### src/logic/datum_search_pkg.sv
// datum search sequencer: shared constants, register map and state type
// assumes one 100 MHz controller clock and a plain strobe register port
package datum_search_pkg;

	// ********************************
	// widths
	// ********************************
	localparam int ADDR_W = 4;
	localparam int DATA_W = 32;
	localparam int POS_W = 32;
	localparam int SPD_W = 16;
	localparam int MODE_W = 8;
	localparam int MODE_DEFINED = 5;
	localparam int SYNC_W = 5;
	// edges after reset before synchronised pins and the datum edge detector show real levels
	localparam int SETTLE_CYC = 5;

	// ********************************
	// register offsets (word index)
	// ********************************
	localparam logic [ADDR_W-1:0] OFS_MODE = 4'h0;
	localparam logic [ADDR_W-1:0] OFS_SLEW = 4'h1;
	localparam logic [ADDR_W-1:0] OFS_CREEP = 4'h2;
	localparam logic [ADDR_W-1:0] OFS_HOME = 4'h3;
	localparam logic [ADDR_W-1:0] OFS_CMD = 4'h4;
	localparam logic [ADDR_W-1:0] OFS_STATUS = 4'h5;
	localparam logic [ADDR_W-1:0] OFS_DATUM = 4'h6;
	localparam logic [ADDR_W-1:0] OFS_CTRL = 4'h7;

	// ********************************
	// field positions
	// ********************************
	localparam int M_INV_INDEX = 0;
	localparam int M_REPEAT = 1;
	localparam int M_PRESET = 2;
	localparam int M_AUTO_DIR = 3;
	localparam int M_OPP_LIMIT = 4;
	localparam int C_HOME = 0;
	localparam int C_HOME_REV = 1;
	localparam int C_CLEAR = 2;
	localparam int CT_OPEN_LOOP = 0;
	localparam int ST_VALID = 0;
	localparam int ST_BUSY = 1;
	localparam int ST_DIR_NEG = 2;
	localparam int ST_DATUM = 6;

	// synchroniser lanes
	localparam int P_INDEX = 0;
	localparam int P_STOP = 1;
	localparam int P_APPROACH = 2;
	localparam int P_LIM_LOW = 3;
	localparam int P_LIM_HIGH = 4;

	// ********************************
	// reset values
	// ********************************
	localparam logic [MODE_W-1:0] MODE_RST = 8'h00;
	localparam logic [MODE_W-1:0] MODE_MASK = 8'h1F;
	localparam logic [SPD_W-1:0] SLEW_RST = 16'h1000;
	localparam logic [SPD_W-1:0] CREEP_RST = 16'h0100;
	localparam logic [POS_W-1:0] HOME_RST = 32'h0000_0000;

	typedef enum logic [2:0] {
		S_IDLE = 3'b000,
		S_LIMIT = 3'b001,
		S_SEARCH = 3'b011,
		S_REVERSE = 3'b010,
		S_RETURN = 3'b110
	} state_t;

endpackage

### src/logic/datum_search_sequencer.sv
// datum search sequencer: datum combine, capture and home-to-datum moves
// assumes an external profile generator that follows the run, speed and
// direction outputs and pulses moveDone when a stop or return has settled
`timescale 1ns/1ns
// Notes on behaviour
// latch actual, or command when open loop
// fast approach: slew, overshoot, return to datum
// slow approach: creep, stop at datum
// approach released: drop to creep at once
// stop switch opening gives the datum
// datum is switch open and index high
// capture also during ordinary moves
// clear command drops datum; valid flag shown
// auto search: datum 0 positive, 1 negative
// capture on rising datum, capture direction only
// wrong-way search falling edge: stop, reverse
// capture-direction search latches at once
// reverse home searches other way, rising capture
// limit move at slew, then normal search
// home to lower limit, reverse to upper
// mode field 8 bits, top three zero
// mode bit inverts index polarity only
// mode bit selects once or repeated capture
// mode bit loads home value on homing
// mode bits enable auto and limit search
// both set: limit move, then auto search
// datum low when stop closed or index low
// status bit 6 shows datum level
// inputs synchronised, valid cleared by reset
module datum_search_sequencer
	import datum_search_pkg::*;
#(
	parameter int POS_WIDTH = datum_search_pkg::POS_W,
	parameter int SPD_WIDTH = datum_search_pkg::SPD_W
) (
	// clock and reset
	input wire logic clk,
	input wire logic rstn,
	// register port
	input wire logic [datum_search_pkg::ADDR_W-1:0] addr,
	input wire logic [datum_search_pkg::DATA_W-1:0] wrData,
	input wire logic wrStb,
	input wire logic rdStb,
	output logic [datum_search_pkg::DATA_W-1:0] rdData,
	// mechanism pins
	input wire logic indexIn,
	input wire logic datumStopInput,
	input wire logic approachSpeedInput,
	input wire logic limitLowIn,
	input wire logic limitHighIn,
	// position sources
	input wire logic [POS_WIDTH-1:0] actualPos,
	input wire logic [POS_WIDTH-1:0] commandPos,
	input wire logic moveDone,
	// motion requests
	output logic moveRun,
	output logic moveDirNeg,
	output logic [SPD_WIDTH-1:0] moveSpeed,
	output logic returnRun,
	output logic [POS_WIDTH-1:0] returnTarget,
	output logic presetLoad,
	output logic [POS_WIDTH-1:0] presetValue,
	output logic datumValid,
	output logic datumLevel
);
	import datum_search_pkg::*;

	initial begin
		if (POS_WIDTH != POS_W) $error("POS_WIDTH must equal POS_W");
		if (SPD_WIDTH != SPD_W) $error("SPD_WIDTH must equal SPD_W");
	end

	// ********************************
	// registers and signals
	// ********************************
	logic [MODE_W-1:0] mode_reg;
	logic [SPD_W-1:0] slew_reg;
	logic [SPD_W-1:0] creep_reg;
	logic [POS_W-1:0] home_reg;
	logic openLoop_reg;
	logic [POS_W-1:0] datum_reg;
	logic valid_reg;
	logic datumPrev_reg;
	logic capNeg_reg;
	logic dirNeg_reg;
	state_t state_reg;
	logic [SYNC_W-1:0] pins;
	logic datumNow, rise, fall, capture, searchCap, idleCap;
	logic cmdWr, startHome, startRev, clearCmd, fast, limitHit;
	logic autoDirNeg;
	logic [SETTLE_CYC-1:0] settle_reg;
	logic settled;

	// ********************************
	// input synchroniser
	// ********************************
	sync_stage3 #(.W(SYNC_W)) u_sync (
		.clk(clk),
		.rstn(rstn),
		.d({limitHighIn, limitLowIn, approachSpeedInput, datumStopInput,
			indexIn}),
		.q(pins)
	);

	// ********************************
	// datum signal
	// ********************************
	// stop switch closed masks the index; polarity bit acts on index only
	assign datumNow = ~pins[P_STOP] &
		(pins[P_INDEX] ^ mode_reg[M_INV_INDEX]);
	assign rise = datumNow & ~datumPrev_reg;
	assign fall = ~datumNow & datumPrev_reg;
	assign fast = pins[P_APPROACH];
	assign autoDirNeg = mode_reg[M_AUTO_DIR] ? (datumNow ^ capNeg_reg)
		: capNeg_reg;

	always_ff @(posedge clk or negedge rstn) begin
		if (!rstn) datumPrev_reg <= 1'b0;
		else datumPrev_reg <= datumNow;
	end

	// hold off capture until the synchroniser and edge detector have
	// seen real pin levels, so a datum already high at reset is no edge
	always_ff @(posedge clk or negedge rstn) begin
		if (!rstn) settle_reg <= '0;
		else settle_reg <= {settle_reg[SETTLE_CYC-2:0], 1'b1};
	end
	assign settled = settle_reg[SETTLE_CYC-1];

	// ********************************
	// register port decode
	// ********************************
	assign cmdWr = wrStb && addr == OFS_CMD;
	assign startRev = cmdWr && wrData[C_HOME_REV];
	assign startHome = cmdWr && (wrData[C_HOME] || wrData[C_HOME_REV]);
	assign clearCmd = cmdWr && wrData[C_CLEAR];

	always_ff @(posedge clk or negedge rstn) begin
		if (!rstn) begin
			mode_reg <= MODE_RST;
			slew_reg <= SLEW_RST;
			creep_reg <= CREEP_RST;
			home_reg <= HOME_RST;
			openLoop_reg <= 1'b0;
		end else if (wrStb) begin
			case (addr)
				OFS_MODE: mode_reg <= wrData[MODE_W-1:0] & MODE_MASK;
				OFS_SLEW: slew_reg <= wrData[SPD_W-1:0];
				OFS_CREEP: creep_reg <= wrData[SPD_W-1:0];
				OFS_HOME: home_reg <= wrData[POS_W-1:0];
				OFS_CTRL: openLoop_reg <= wrData[CT_OPEN_LOOP];
				default: ;
			endcase
		end
	end

	always_ff @(posedge clk or negedge rstn) begin
		if (!rstn) begin
			rdData <= '0;
		end else if (rdStb) begin
			case (addr)
				OFS_MODE: rdData <= {24'h000000, mode_reg};
				OFS_SLEW: rdData <= {16'h0000, slew_reg};
				OFS_CREEP: rdData <= {16'h0000, creep_reg};
				OFS_HOME: rdData <= home_reg;
				OFS_STATUS: rdData <= {25'h0000000, datumNow, 3'h0,
					dirNeg_reg, state_reg != S_IDLE, valid_reg};
				OFS_DATUM: rdData <= datum_reg;
				OFS_CTRL: rdData <= {31'h00000000, openLoop_reg};
				default: rdData <= '0;
			endcase
		end else begin
			rdData <= '0;
		end
	end

	// ********************************
	// capture
	// ********************************
	// homing captures only while travelling in the capture direction
	assign searchCap = state_reg == S_SEARCH
		&& dirNeg_reg == capNeg_reg;
	// outside homing: every pass in repeat mode, else only the first
	assign idleCap = state_reg == S_IDLE
		&& (mode_reg[M_REPEAT] || !valid_reg);
	assign capture = rise && settled
		&& (searchCap || idleCap);

	always_ff @(posedge clk or negedge rstn) begin
		if (!rstn) begin
			datum_reg <= HOME_RST;
		end else if (capture) begin
			if (searchCap && mode_reg[M_PRESET]) datum_reg <= home_reg;
			else if (openLoop_reg) datum_reg <= commandPos;
			else datum_reg <= actualPos;
		end
	end

	// a capture in the same cycle as a clear wins
	always_ff @(posedge clk or negedge rstn) begin
		if (!rstn) valid_reg <= 1'b0;
		else if (capture) valid_reg <= 1'b1;
		else if (clearCmd) valid_reg <= 1'b0;
	end

	always_ff @(posedge clk or negedge rstn) begin
		if (!rstn) begin
			presetLoad <= 1'b0;
			presetValue <= HOME_RST;
		end else begin
			presetLoad <= capture && searchCap && mode_reg[M_PRESET];
			presetValue <= home_reg;
		end
	end

	// ********************************
	// homing sequence
	// ********************************
	assign limitHit = dirNeg_reg ? pins[P_LIM_LOW] : pins[P_LIM_HIGH];

	always_ff @(posedge clk or negedge rstn) begin
		if (!rstn) begin
			state_reg <= S_IDLE;
			dirNeg_reg <= 1'b0;
			capNeg_reg <= 1'b0;
		end else begin
			case (state_reg)
				S_IDLE: begin
					if (startHome) begin
						capNeg_reg <= startRev;
						if (mode_reg[M_OPP_LIMIT]) begin
							state_reg <= S_LIMIT;
							dirNeg_reg <= ~startRev;
						end else begin
							state_reg <= S_SEARCH;
							dirNeg_reg <= mode_reg[M_AUTO_DIR] ?
								(datumNow ^ startRev) : startRev;
						end
					end
				end
				S_LIMIT: begin
					if (limitHit) begin
						state_reg <= S_SEARCH;
						dirNeg_reg <= autoDirNeg;
					end
				end
				S_SEARCH: begin
					if (capture) begin
						state_reg <= fast ? S_RETURN : S_IDLE;
					end else if (dirNeg_reg != capNeg_reg && fall) begin
						state_reg <= S_REVERSE;
					end else if (limitHit) begin
						state_reg <= S_IDLE;
					end
				end
				S_REVERSE: begin
					if (moveDone) begin
						state_reg <= S_SEARCH;
						dirNeg_reg <= capNeg_reg;
					end
				end
				S_RETURN: begin
					if (moveDone) state_reg <= S_IDLE;
				end
				default: state_reg <= S_IDLE;
			endcase
		end
	end

	// ********************************
	// motion outputs
	// ********************************
	always_ff @(posedge clk or negedge rstn) begin
		if (!rstn) begin
			moveRun <= 1'b0;
			moveDirNeg <= 1'b0;
			moveSpeed <= '0;
			returnRun <= 1'b0;
			returnTarget <= HOME_RST;
			datumValid <= 1'b0;
			datumLevel <= 1'b0;
		end else begin
			moveRun <= state_reg == S_LIMIT || state_reg == S_SEARCH;
			moveDirNeg <= dirNeg_reg;
			if (state_reg == S_LIMIT) moveSpeed <= slew_reg;
			else if (fast) moveSpeed <= slew_reg;
			else moveSpeed <= creep_reg;
			returnRun <= state_reg == S_RETURN;
			returnTarget <= datum_reg;
			datumValid <= valid_reg;
			datumLevel <= datumNow;
		end
	end
endmodule

### src/logic/sync_stage3.sv
// three-stage input synchroniser, one lane per bit
// assumes asynchronous inputs; a change passes once stages two and three agree
`timescale 1ns/1ns
module sync_stage3 #(
	parameter int W = 1
) (
	// clock and reset
	input wire logic clk,
	input wire logic rstn,
	// lanes
	input wire logic [W-1:0] d,
	output logic [W-1:0] q
);
	logic [W-1:0] s1_reg;
	logic [W-1:0] s2_reg;
	logic [W-1:0] s3_reg;

	initial begin
		if (W < 1) $error("sync_stage3: W must be at least 1");
	end

	always_ff @(posedge clk or negedge rstn) begin
		if (!rstn) begin
			s1_reg <= '0;
			s2_reg <= '0;
			s3_reg <= '0;
		end else begin
			s1_reg <= d;
			s2_reg <= s1_reg;
			s3_reg <= s2_reg;
		end
	end

	// per lane: take the new level only when the last two stages agree
	always_ff @(posedge clk or negedge rstn) begin
		if (!rstn) begin
			q <= '0;
		end else begin
			for (int i = 0; i < W; i++) begin
				if (s2_reg[i] == s3_reg[i]) q[i] <= s3_reg[i];
			end
		end
	end
endmodule

### config.mk
export PLATFORM = sky130hd
export DESIGN_NAME = datum_search_sequencer
export DESIGN_NICKNAME = d
export VERILOG_FILES = /design/src/logic/datum_search_pkg.sv /design/src/logic/datum_search_sequencer.sv /design/src/logic/sync_stage3.sv
export SDC_FILE = /design/constraint.sdc
export NUM_CORES = 1
export LEC_CHECK = 0
export BUFFER_PORTS_ARGS = -buffer_cell sky130_fd_sc_hd__buf_2
export CORE_AREA = 10 10 159 146
export CTS_BUF_LIST = sky130_fd_sc_hd__clkbuf_4 sky130_fd_sc_hd__clkbuf_8
export DETAILED_ROUTE_END_ITERATION = 8
export DIE_AREA = 0 0 169 156
export HOLD_SLACK_MARGIN = 0.12
export PLACE_DENSITY = 0.78
export SYNTH_ARGS = -nofsm -noshare
export SYNTH_HDL_FRONTEND = slang
export SYNTH_HIERARCHICAL = 1
export SYNTH_SLANG_ARGS = --single-unit
### constraint.sdc
create_clock -name clk -period 3.8 [get_ports clk]
set_input_delay 0.19 -clock clk [delete_from_list [all_inputs] [get_ports clk]]
set_output_delay 0.19 -clock clk [all_outputs]
set_load 0.01 [all_outputs]
* Word level (Yosys, flattened, before mapping)
Index checks and enable logic that the tools add are counted.
** Operators by class
- $add $sub $neg :: 0
- $mul :: 0
- Divide/modulo/power cells :: 0
- $lt $le $gt $ge :: 0
- Eq/ne operators :: 23
- Shifts and indexed selects :: 0
- Mux-type cells :: 26
- Bitwise logic cells :: 10
- Reduce and logical (&&, ||, !) cells :: 30
** Operators with widths (number)
- case mux 32 bit (7 select lines) :: 1
- two-way mux 32 bit :: 3
- two-way mux 16 bit :: 2
- two-way mux 3 bit :: 8
- == test 4 x 3 -> 1 bit, second input constant :: 4
- case mux 3 bit (5 select lines) :: 1
- logical AND 1 bit :: 12
- AND reduction 2 bit :: 6
- two-way mux 1 bit :: 9
- == test 4 x 2 -> 1 bit, second input constant :: 2
- != test 2 bit, second input constant :: 4
- == test 1 bit :: 6
- == test 3 x 2 -> 1 bit, second input constant :: 2
- nonzero test 3 bit :: 2
- AND reduction 5 bit :: 1
- == test 4 x 1 -> 1 bit, second input constant :: 1
- logical NOT 4 bit :: 1
- logical OR 1 bit :: 4
- != test 4 x 3 -> 1 bit, second input constant :: 1
- inverter 1 bit :: 4
- AND reduction 4 bit :: 1
- AND 1 bit :: 3
- == test 3 x 1 -> 1 bit, second input constant :: 1
- == test 3 bit, second input constant :: 1
- 7 further kinds :: 9
** Storage, ports and cells
- Register bits after elaboration :: 251
- Latch bits :: 0
- Bits in writable memories :: 0
- Bits in read-only memories :: 0
- Bits of input ports :: 110
- Output and inout port bits :: 118
- Logic and storage cells :: 118
- Memories kept :: 0

* Logic depth before layout (Yosys ltp)
Gate-level depths: netlist (run 1).
- Depth after elaboration :: 8
- Depth in mapped cells :: 8
- Gate-level depth less buffers :: 5

* By module
Netlist (run 1), hierarchy kept.
** By module, submodules not included
- datum_search_sequencer :: instances 1, cells each 651, area an instance 9001.1 µm², seq. area each 5783.0 µm²
- sync_stage3 :: instances 1, cells each 25, area an instance 556.8 µm², seq. area each 500.5 µm²

* Worst setup path after synthesis (run 1)
Ideal clock, no wire load.
- Kind :: register to register
- Start :: register state_reg[1]
- End :: register state_reg[1]
- Library setup time :: 0.125 ns
- Arrival :: 1.656 ns
- Data required time :: 3.675 ns
- Setup slack :: 2.019 ns
- Cell stages (with the launch flop) :: 7
- Path buffers :: 1
- Period minus slack after synthesis :: 1.781 ns
- Cell sequence :: dfrtp_1 > clkbuf_2 > or3_1 > a21oi_1 > o21ai_1 > a41oi_1 > mux2_2
** Between the ends
- Cells in the longest elaborated chain, start to end :: 6
- Elaborated cells on any way between the ends :: 17
- Classes of those cells :: eq/ne: 9; mux: 2; reduce/logical: 6
** RTL lines
- from (decl) :: line datum_search_sequencer.sv:86 : state_t state_reg;
- from (signal assigned) :: line datum_search_sequencer.sv:249 : state_reg <= fast ? S_RETURN : S_IDLE;
- == test 3 x 2 -> 1 bit or logical NOT 3 bit (tied branches) :: line datum_search_sequencer.sv:181, datum_search_sequencer.sv:227, datum_search_sequencer.sv:184
- logical AND 1 bit, on equally long branches :: line datum_search_sequencer.sv:182, datum_search_sequencer.sv:185
- logical OR 1 bit :: line datum_search_sequencer.sv:187 : && (searchCap || idleCap);
- logical AND 1 bit :: line datum_search_sequencer.sv:187
- != test 4 x 3 -> 1 bit (no source line) or two-way mux 3 bit (tied branches)
- AND reduction 5 bit (no source line) or case mux 3 bit (5 select lines) (tied branches)
Several ways; a longest one is shown, not always the timed one.
A chain may end at the register's enable or synchronous reset.

* Final worst setup path (run 1)
- Start :: register state_reg[0]
- End :: register state_reg[1]
The elaborated chain is that of the path after synthesis.

==> impl.org, run 1 <==
** Run status
- Run status :: finished, final reports clean

** GRT
- Combined global-route utilization of all metal layers :: 18.5%
- Global routing met2 resource utilization :: 30.1%
- The via count of the first global-routing pass is 7192.
- For this run the aggregate overflow at the end of global routing stands at 0.
- Met3 demand-to-capacity share in global routing :: 5.87%
- The first global-routing pass estimated 39.2 mm of wire.
- met2 is the most crowded layer.
- Antenna violations before repair :: 0
- Global routing usage on met1 :: 22.9%
- Maximum number of pins on one net before global-route repair :: 108

** Placement
- Prior to clock tree synthesis, the placed netlist has a worst setup slack of 1650 ps.
- Cell count after placement :: 1124
- Detailed Place HPWL :: 16.4 mm
- Buffers on Ports :: 227
- Routability Congestion :: 0.866

** Setup path
- Setup crit start :: state_reg[0]
- Following the worst setup path forward leads to its endpoint at state_reg[1].
- The slowest stage of the critical path is the sky130_fd_sc_hd__or3_1 cell.
- The critical path runs through a total of 6 cells.
- Arr. time, crit path :: 2570 ps
- Startpoint-to-endpoint class of the critical path :: reg2reg
- In this run the worst path has a maximum fanout of 25.
- Setup slack on the worst reg-to-reg path comes out at 1620 ps.
- In this design, the stage delay of the slowest critical-path cell is 440 ps.
- The number of buffers and inverters on the critical path is 1.
- The endpoint identified for the worst register-to-register timing path is state_reg[1].
- Launch instance of the worst register-to-register path :: state_reg[0]
- Crit-path leading delay family :: compound AO/OA/AOI/OAI gates
- Data required time of the worst path :: 4190 ps
- Critical path capture point type :: flip-flop
- R2r worst-path depth :: 6
- Crit start category :: flip-flop
- Walking the worst path, the cells encountered are or3_1 > a21oi_1 > o21ai_4 > buf_4 > a41oi_1 > mux2_2.

** Power and ir drop
- Peak ir drop on the vdd network :: 0.000434 V
- Power spread over the standard cell area amounts to 678 nW/um^2.
- In this run the static leakage power is 5.96 nW.

** Route
- In the final routed layout, each cell accounts on average for 20.3 um.
- Iter 0 DRT Violations :: 366
- Routed Wire Length :: 25.1 mm
- The first detailed-routing pass took 5 iterations.
- Number of antenna-violating nets in the routed design :: 0
- For this run, design rule violations remaining after detail routing come to 0.
- After detailed routing, the number of vias per cell comes to 5.40.
- Across all layers, the routed design uses 6671 vias.

** Timing
- In this run the tightest slew margin relative to its limit is 21.7%.
- Pins over their slew limit :: 0
- Transition time of the tightest slew-check pin :: 1170 ps
- In the final timing run, aggregate negative setup slack is 0 ps.
- Based on the critical path, the design can be clocked at up to 458 MHz.
- Setup-violating endpoint count in the final report :: 0
- Worst-case setup margin in the final layout :: 1620 ps
- Worst setup skew after layout :: 26.4 ps
- Of the available clock period, the critical path in the final layout requires 57.4%.
- Setup repair after global routing left no endpoint under its margin.
- Shortest clock period the worst path allows after layout :: 2180 ps
- Number of endpoints with negative hold slack in the final report :: 0

** Final layout
- The net count of the finished layout is 1061.
- Fraction of layout cells with a size suffix above 1 :: 42.7%
- Summing all multi-input logic gate instances after layout gives 3030 sq um.
- The top cell types in the final layout, fill and taps aside, are sky130_fd_sc_hd__dfrtp_1, sky130_fd_sc_hd__buf_2, sky130_fd_sc_hd__mux2_2.
- Register cell area after layout :: 6280 sq um
- The library cell used most frequently in the layout, excluding fill and tap cells, is sky130_fd_sc_hd__dfrtp_1.
- From synthesis to final layout, the design area changed by 28.1%.
- Ant diodes :: 0
- Final cell count without fillers :: 1235
- The filler cells instantiated in the layout total 1526.

** Hold path
- Worst Min Path Start :: actualPos[24]
- Class of the tightest hold or removal check :: in2reg

** Yosys
- Averaged over all synthesized cells, the footprint is 14.1 sq um.
- Number of synthesized flops with an enable pin :: 0
- Of the total synthesized cell area, the portion taken by full adders, half adders and majority gates is 0.589%.
- After Yosys synthesis, XOR and XNOR cells account for 0.367% of the synthesized area.
- Among all flip-flop cells after synthesis, the most frequent one is sky130_fd_sc_hd__dfrtp_1.
- The synthesized netlist devotes 11.0% of its cell area to compound gates.
- Combinational family with the most area after synthesis :: multiplexers
- Of the synthesized area, sequential elements account for 65.7%.
- After synthesis, the share of cell area in mux cells is 14.0%.
- Summing the areas of all and, or, nand and nor instances in the mapped netlist gives 5.37% of the synthesized area.
- After synthesis the cells add up to 9560 sq um.
- Yosys warns :: 6
- After synthesis, the netlist uses 54 different library cells.
- Synthesis produced a netlist whose cell count is 676.
- Of all flip-flops after synthesis, the portion carrying an async set or reset was 100%.
- Flops & latches, synth :: 251
- Post-synthesis net count :: 786

** Floorplanning
- After floorplanning, the core was divided into 49 placement rows.
- The initial utilization of the core area, before any placement, comes to 48.3%.
- For this design the top-level I/O count stands at 228.
- Vertical extent of the die :: 156 um
- Chip Width :: 169 um
- Die Outline Area :: 26400 sq um
- The floorplan step defined a core boundary enclosing 19800 sq um.

** Clock tree
- After clock tree synthesis, the clock-pin slew on the worst setup and hold paths is 60 ps.
- Clock tree synthesis selected as its root buffer the cell sky130_fd_sc_hd__clkbuf_8.
- Clock latency on the worst-skew pair, taken at its later pin, is 530 ps.
- Clock tree from TritonCTS :: yes
- CTS sink count :: 251
- CTS H-tree lvls :: 2
- Number of buffers added for setup after CTS :: 0
- Total clock buffers created by CTS :: 41
- The clock passes through at most 3 buffers.

** Run
- Max-cap violations in this run came to 0.
==> cell families (layout without fill, tap and decap cells) <==
| group | after synthesis | after routing |
|---|---|---|
| other cells | 1 | 1 |
| flops | 251 | 251 |
| mux | 123 | 123 |
| buf+inv | 47 | 351 |
| xor+xnor | 4 | 4 |
| simple gates | 103 | 103 |
| fa+ha+maj | 5 | 5 |
| compound gates | 142 | 142 |
==> worst min-delay path by stage <==
stage | end | slack, ps | cells past startpoint
after floorplan | capNeg_reg | -110 | 0
after global placement | presetValue[28] | 290 | 1
after detailed placement | u_sync/s1_reg[4] | 300 | 1
after CTS | datum_reg[24] | 120 | 4
final | datum_reg[24] | 160 | 4
after global routing | datum_reg[24] | 150 | 4
==> what timing repair did <==
| item | in CTS | in global routing |
|---|---|---|
| hold buffers | 39 | 0 |
| gates resized for setup | 0 | 0 |
| hold endpoints to repair | 182 | 0 |
==> worst min-delay path: stages <==
cell	delay, ps
sky130_fd_sc_hd__buf_2	100
sky130_fd_sc_hd__mux2i_1	110
sky130_fd_sc_hd__a211oi_1	90
sky130_fd_sc_hd__a21o_1	150
==> synthesized netlist by cell type (all sizes together), types with 3 or more instances <==
cell type | count | area share [%]
nor2 | 60 | 2.4
a211oi | 33 | 2.7
clkbuf | 19 | 0.76
mux2i | 35 | 3.7
a221oi | 3 | 0.27
inv | 4 | 0.16
a21o | 32 | 2.5
mux2 | 88 | 10
a31oi | 4 | 0.26
nand2 | 15 | 0.64
nand3 | 3 | 0.16
xnor2 | 3 | 0.27
maj3 | 5 | 0.59
a21oi | 12 | 0.63
buf | 24 | 1.9
nor3b | 3 | 0.41
nor4b | 3 | 0.41
nand3b | 3 | 0.24
dfrtp | 249 | 65
a22oi | 45 | 3.5
nor3 | 5 | 0.31
==> through the flow <==
step	hold WS (ps)	cell area, sq um	power [mW]	utilization [%]
floorplan	-106	9560	4.81	-
global placement	292	10900	5.54	54.9
detailed placement	299	10900	5.61	54.9
CTS	124	12200	8.41	61.8
global route	152	12200	8.75	61.8
finish	162	12200	8.31	61.8
==> report_power, final <==
group | internal (mW) | total [mW] | switching, mW
logic | 0.812 | 1.66 | 0.843
clock network | 1.70 | 2.73 | 1.03
registers | 3.41 | 3.92 | 0.511
total | 5.92 | 8.31 | 2.39
==> metal layers <==
layer | part of all wire (%) | wire [um] | vias to the layer above
met5 | 0 | 0 | -
met4 | 2.7 | 683 | 0
met3 | 8.1 | 2040 | 47
met2 | 48 | 12100 | 274
met1 | 41 | 10300 | 3351
li1 | - | - | 2999
==> area by class of cell <==
| type | instances | area share, % |
|---|---|---|
| clock inverter | 13 | 1.78 |
| timing repair buffer | 275 | 13.2 |
| sequential | 251 | 51.3 |
| multi-input combinational | 378 | 24.8 |
| tap | 255 | 2.61 |
| clock buffer | 59 | 6.22 |
| inverter | 4 | 0.123 |
Note: power is estimated with default switching activity, not from simulation.
==> inputs of run 2 (changes only) <==
==> constraint.sdc (replaced) <==
create_clock -name clk -period 2.3 [get_ports clk]
set_input_delay 0.115 -clock clk [delete_from_list [all_inputs] [get_ports clk]]
set_output_delay 0.115 -clock clk [all_outputs]
set_load 0.01 [all_outputs]
==> run 2 against run 1 <==
Utilization increased by 3.5 points. Total power increased by 65%. Clock power increased by 56%. Non-clock buffer count increased by 72. Design area increased by 5.6%. First-iteration DRC count increased by 8.5%. Routed wire length increased by 5.7%. Setup slack got worse by 1500 ps. Critical path depth decreased by 1. Register-to-register slack got worse by 1500 ps. Global-route usage increased by 1.1 points. Sequential power increased by 64%.
==> impl.org, run 2 (synthesis gave the netlist of run 1 again) <==
** Run status
- Run status: finished, final reports clean (unchanged).

** GRT
- Antenna violations before repair :: 1 (was 0)
- Gr ovfl total :: 0 (unchanged)
- Combined global-route utilization of all metal layers :: 19.6% (was 18.5%)
- The maximum number of pins on one net before global-route repair is 68 (was 108).
- Number of global-route vias before repair :: 7492 (was 7192)
- First-pass GRT wire length :: 41.4 mm (was 39.2 mm)

** Route
- Number of optimization iterations in the first detailed-route pass :: 5 (unchanged)
- Drc violations :: 0 (unchanged)
- Routed Wire Length :: 26.5 mm (was 25.1 mm)
- The via total after detailed routing was 7009 (was 6671).
- Number of antenna-violating nets in the routed design :: 0 (unchanged)
- Vias per cell :: 5.33 (was 5.40)
- The initial detailed-routing violation count was 397 (was 366).
- The wire length per cell after detailed routing was 20.2 um (was 20.3 um).

** Timing
- The transition time at the pin with the least slew margin was 1120 ps (was 1170 ps).
- Shortest clock period the worst path allows after layout :: 2180 ps (about the same)
- Setup-violating endpoint count in the final report :: 0 (unchanged)
- The final hold violation count was 0 (unchanged).
- The achievable clock frequency came to 460 MHz (was 458 MHz).
- The post-route fraction of the period consumed by the critical path is 94.6% (was 57.4%).
- The count of final max-slew check failures is 0 (unchanged).
- Unrepaired setup endpoints after global routing :: no (unchanged)
- Rel. slew slack :: 25.4% (was 21.7%)
- The post-route clock skew is 16.6 ps (was 26.4 ps).
- The setup TNS was 0 ps (unchanged).

** Clock tree
- CTS sink count :: 251 (unchanged)
- Reg clk slew, reported paths :: 60 ps (about the same)
- The maximum number of buffers from clock root to sink is 3 (unchanged).
- Clock tree from TritonCTS :: yes (unchanged)
- The root buffer cell was sky130_fd_sc_hd__clkbuf_8 (unchanged).
- CTS H-tree lvls :: 2 (unchanged)
- The clock latency on the worst-skew pair was 520 ps (was 530 ps).
- Total clock buffers created by CTS :: 43 (was 41)

** Run
- The max-capacitance violation count is 0 (unchanged).

** Hold path
- Class of the tightest hold or removal check :: in2async (was in2reg)

** Setup path
- Data required time of the worst path :: 2710 ps (was 4190 ps)
- The largest driver fanout on the critical path was 65 (was 25).
- The critical path startpoint category is a flip-flop (unchanged).
- Startpoint-to-endpoint class of the critical path :: reg2reg (unchanged)
- The depth of the worst register-to-register path is 5 (was 6).
- Arr. time, crit path :: 2590 ps (was 2570 ps)
- The type of destination of the critical path is a flip-flop (unchanged).

** Floorplanning
- The height of the die was 156 um (unchanged).
- Die Outline Area :: 26400 sq um (unchanged)
- The initial core utilization was 48.3% (unchanged).
- Number of top-level pins :: 228 (unchanged)
- The cell row count was 49 (unchanged).
- The placeable core area came to 19800 sq um (unchanged).
- The floorplan die width is 169 um (unchanged).

** Placement
- The last weighted congestion value of the routability-driven placer is 0.883 (was 0.866).
- Buffers on Ports :: 227 (unchanged)
- The total placed cells including tap cells is 1136 (was 1124).
- The area after detailed placement was 11000 sq um (was 10900 sq um).
- The half-perimeter wire length after placement is 16.8 mm (was 16.4 mm).

** Power and ir drop
- The switching power came to 4.00 mW (was 2.39 mW).
- Peak ir drop on the vdd network :: 0.000543 V (was 0.000434 V)
- The internal power is 9.67 mW (was 5.92 mW).
- The clock share of power is 31.1% (was 32.8%).
- The sequential fraction of design power is 47.1% (was 47.2%).
- The areal power density over the cells is 1060 nW/um^2 (was 678 nW/um^2).
- The total design power was 13.7 mW (was 8.31 mW).
- Leakage :: 6.26 nW (was 5.96 nW)
- The net switching fraction of the power came to 29.3% (was 28.7%).
- Comb pwr share :: 21.8% (was 19.9%)

** Final layout
- Final cell count without fillers :: 1314 (was 1235)
- Synth-to-Final Area Change :: 35.3% (was 28.1%)
- Post-route design area :: 12900 sq um (was 12200 sq um)
- Commonest cells after routing, fill and taps aside :: sky130_fd_sc_hd__dfrtp_1, sky130_fd_sc_hd__buf_2, sky130_fd_sc_hd__dlygate4sd3_1 (was sky130_fd_sc_hd__dfrtp_1, sky130_fd_sc_hd__buf_2, sky130_fd_sc_hd__mux2_2)
- Leading cell type in the layout, fill and taps excluded :: sky130_fd_sc_hd__dfrtp_1 (unchanged)
- Fin nets :: 1135 (was 1061)
- Fraction of layout cells with a size suffix above 1 :: 41.2% (was 42.7%)
==> run 2: cell count changes in the layout (fill, tap and decap cells not counted), sizes merged <==
cell / previous run / this run
clkbuf: 59 / 68
diode: 0 / 2
buf: 236 / 248
clkinv: 6 / 5
bufinv: 6 / 2
clkinvlp: 1 / 2
dlygate4sd3: 39 / 99
==> run 2: worst paths after layout <==
kind	start	to	slack, ps
worst max-delay path	dirNeg_reg	datum_reg[10]	120
worst min-delay path	rstn	presetValue[28]	130
worst max register to register	dirNeg_reg	datum_reg[10]	120
worst min register to register	u_sync/s1_reg[3]	u_sync/s2_reg[3]	340
max in group asynchronous	rstn	u_sync/s1_reg[4]	1350
min in group clk	commandPos[16]	datum_reg[16]	150
==> run 2: layout make-up <==
| cell class | count | area, sq um |
|---|---|---|
| clock buffers | 68 | 836 |
| inverters | 4 | 15.0 |
| repair buffers | 347 | 2340 |
| diodes | 2 | 5.00 |
| fillers | 1426 | 6870 |
| flip-flops and latches | 251 | 6280 |
| clock inverters | 9 | 100 |
| multi-input cells | 378 | 3030 |
| well taps | 255 | 319 |
==> run 2: through the flow <==
step / utilization [%] / setup WS [ps] / hold WS [ps]
2_1_floorplan: - / 519 / -181
3_3_place_gp: 55.6 / 262 / 94.7
3_5_place_dp: 55.6 / 198 / 101
4_1_cts: 65.3 / 158 / 124
5_1_grt: 65.3 / 61.2 / 152
6_report: 65.3 / 125 / 133
==> run 2: critical path: stages, from the launching register on <==
cell and delay (ps):
sky130_fd_sc_hd__dfrtp_1 450, sky130_fd_sc_hd__xor2_1 200, sky130_fd_sc_hd__or4_4 810, sky130_fd_sc_hd__nor2_1 240, sky130_fd_sc_hd__a211oi_1 90, sky130_fd_sc_hd__a21o_1 200
==> run 2: routing by layer <==
| metal | vias to the layer above | wire length (um) | track usage, % | share of wire, % |
|---|---|---|---|---|
| li1 | 3163 | - | - | - |
| met1 | 3523 | 10600 | 23.6 | 40 |
| met2 | 292 | 13300 | 33.1 | 50 |
| met3 | 31 | 2190 | 5.92 | 8.2 |
| met4 | 0 | 401 | 6.32 | 1.5 |
| met5 | - | 0 | 0 | 0 |
==> run 2: power by group through the flow <==
stage	registers (mW)	logic, mW	clock network [mW]
floorplan	6.55	1.40	0
global placement	6.45	2.73	0
detailed placement	6.49	2.79	0
CTS	6.43	3.00	4.34
global route	6.58	3.23	4.56
finish	6.44	2.98	4.25
==> run 2: what timing repair did <==
item	4_1_cts	5_1_grt
gates resized for setup	0	0
hold endpoints to repair	371	0
setup buffers	0	0
hold buffers	99	0
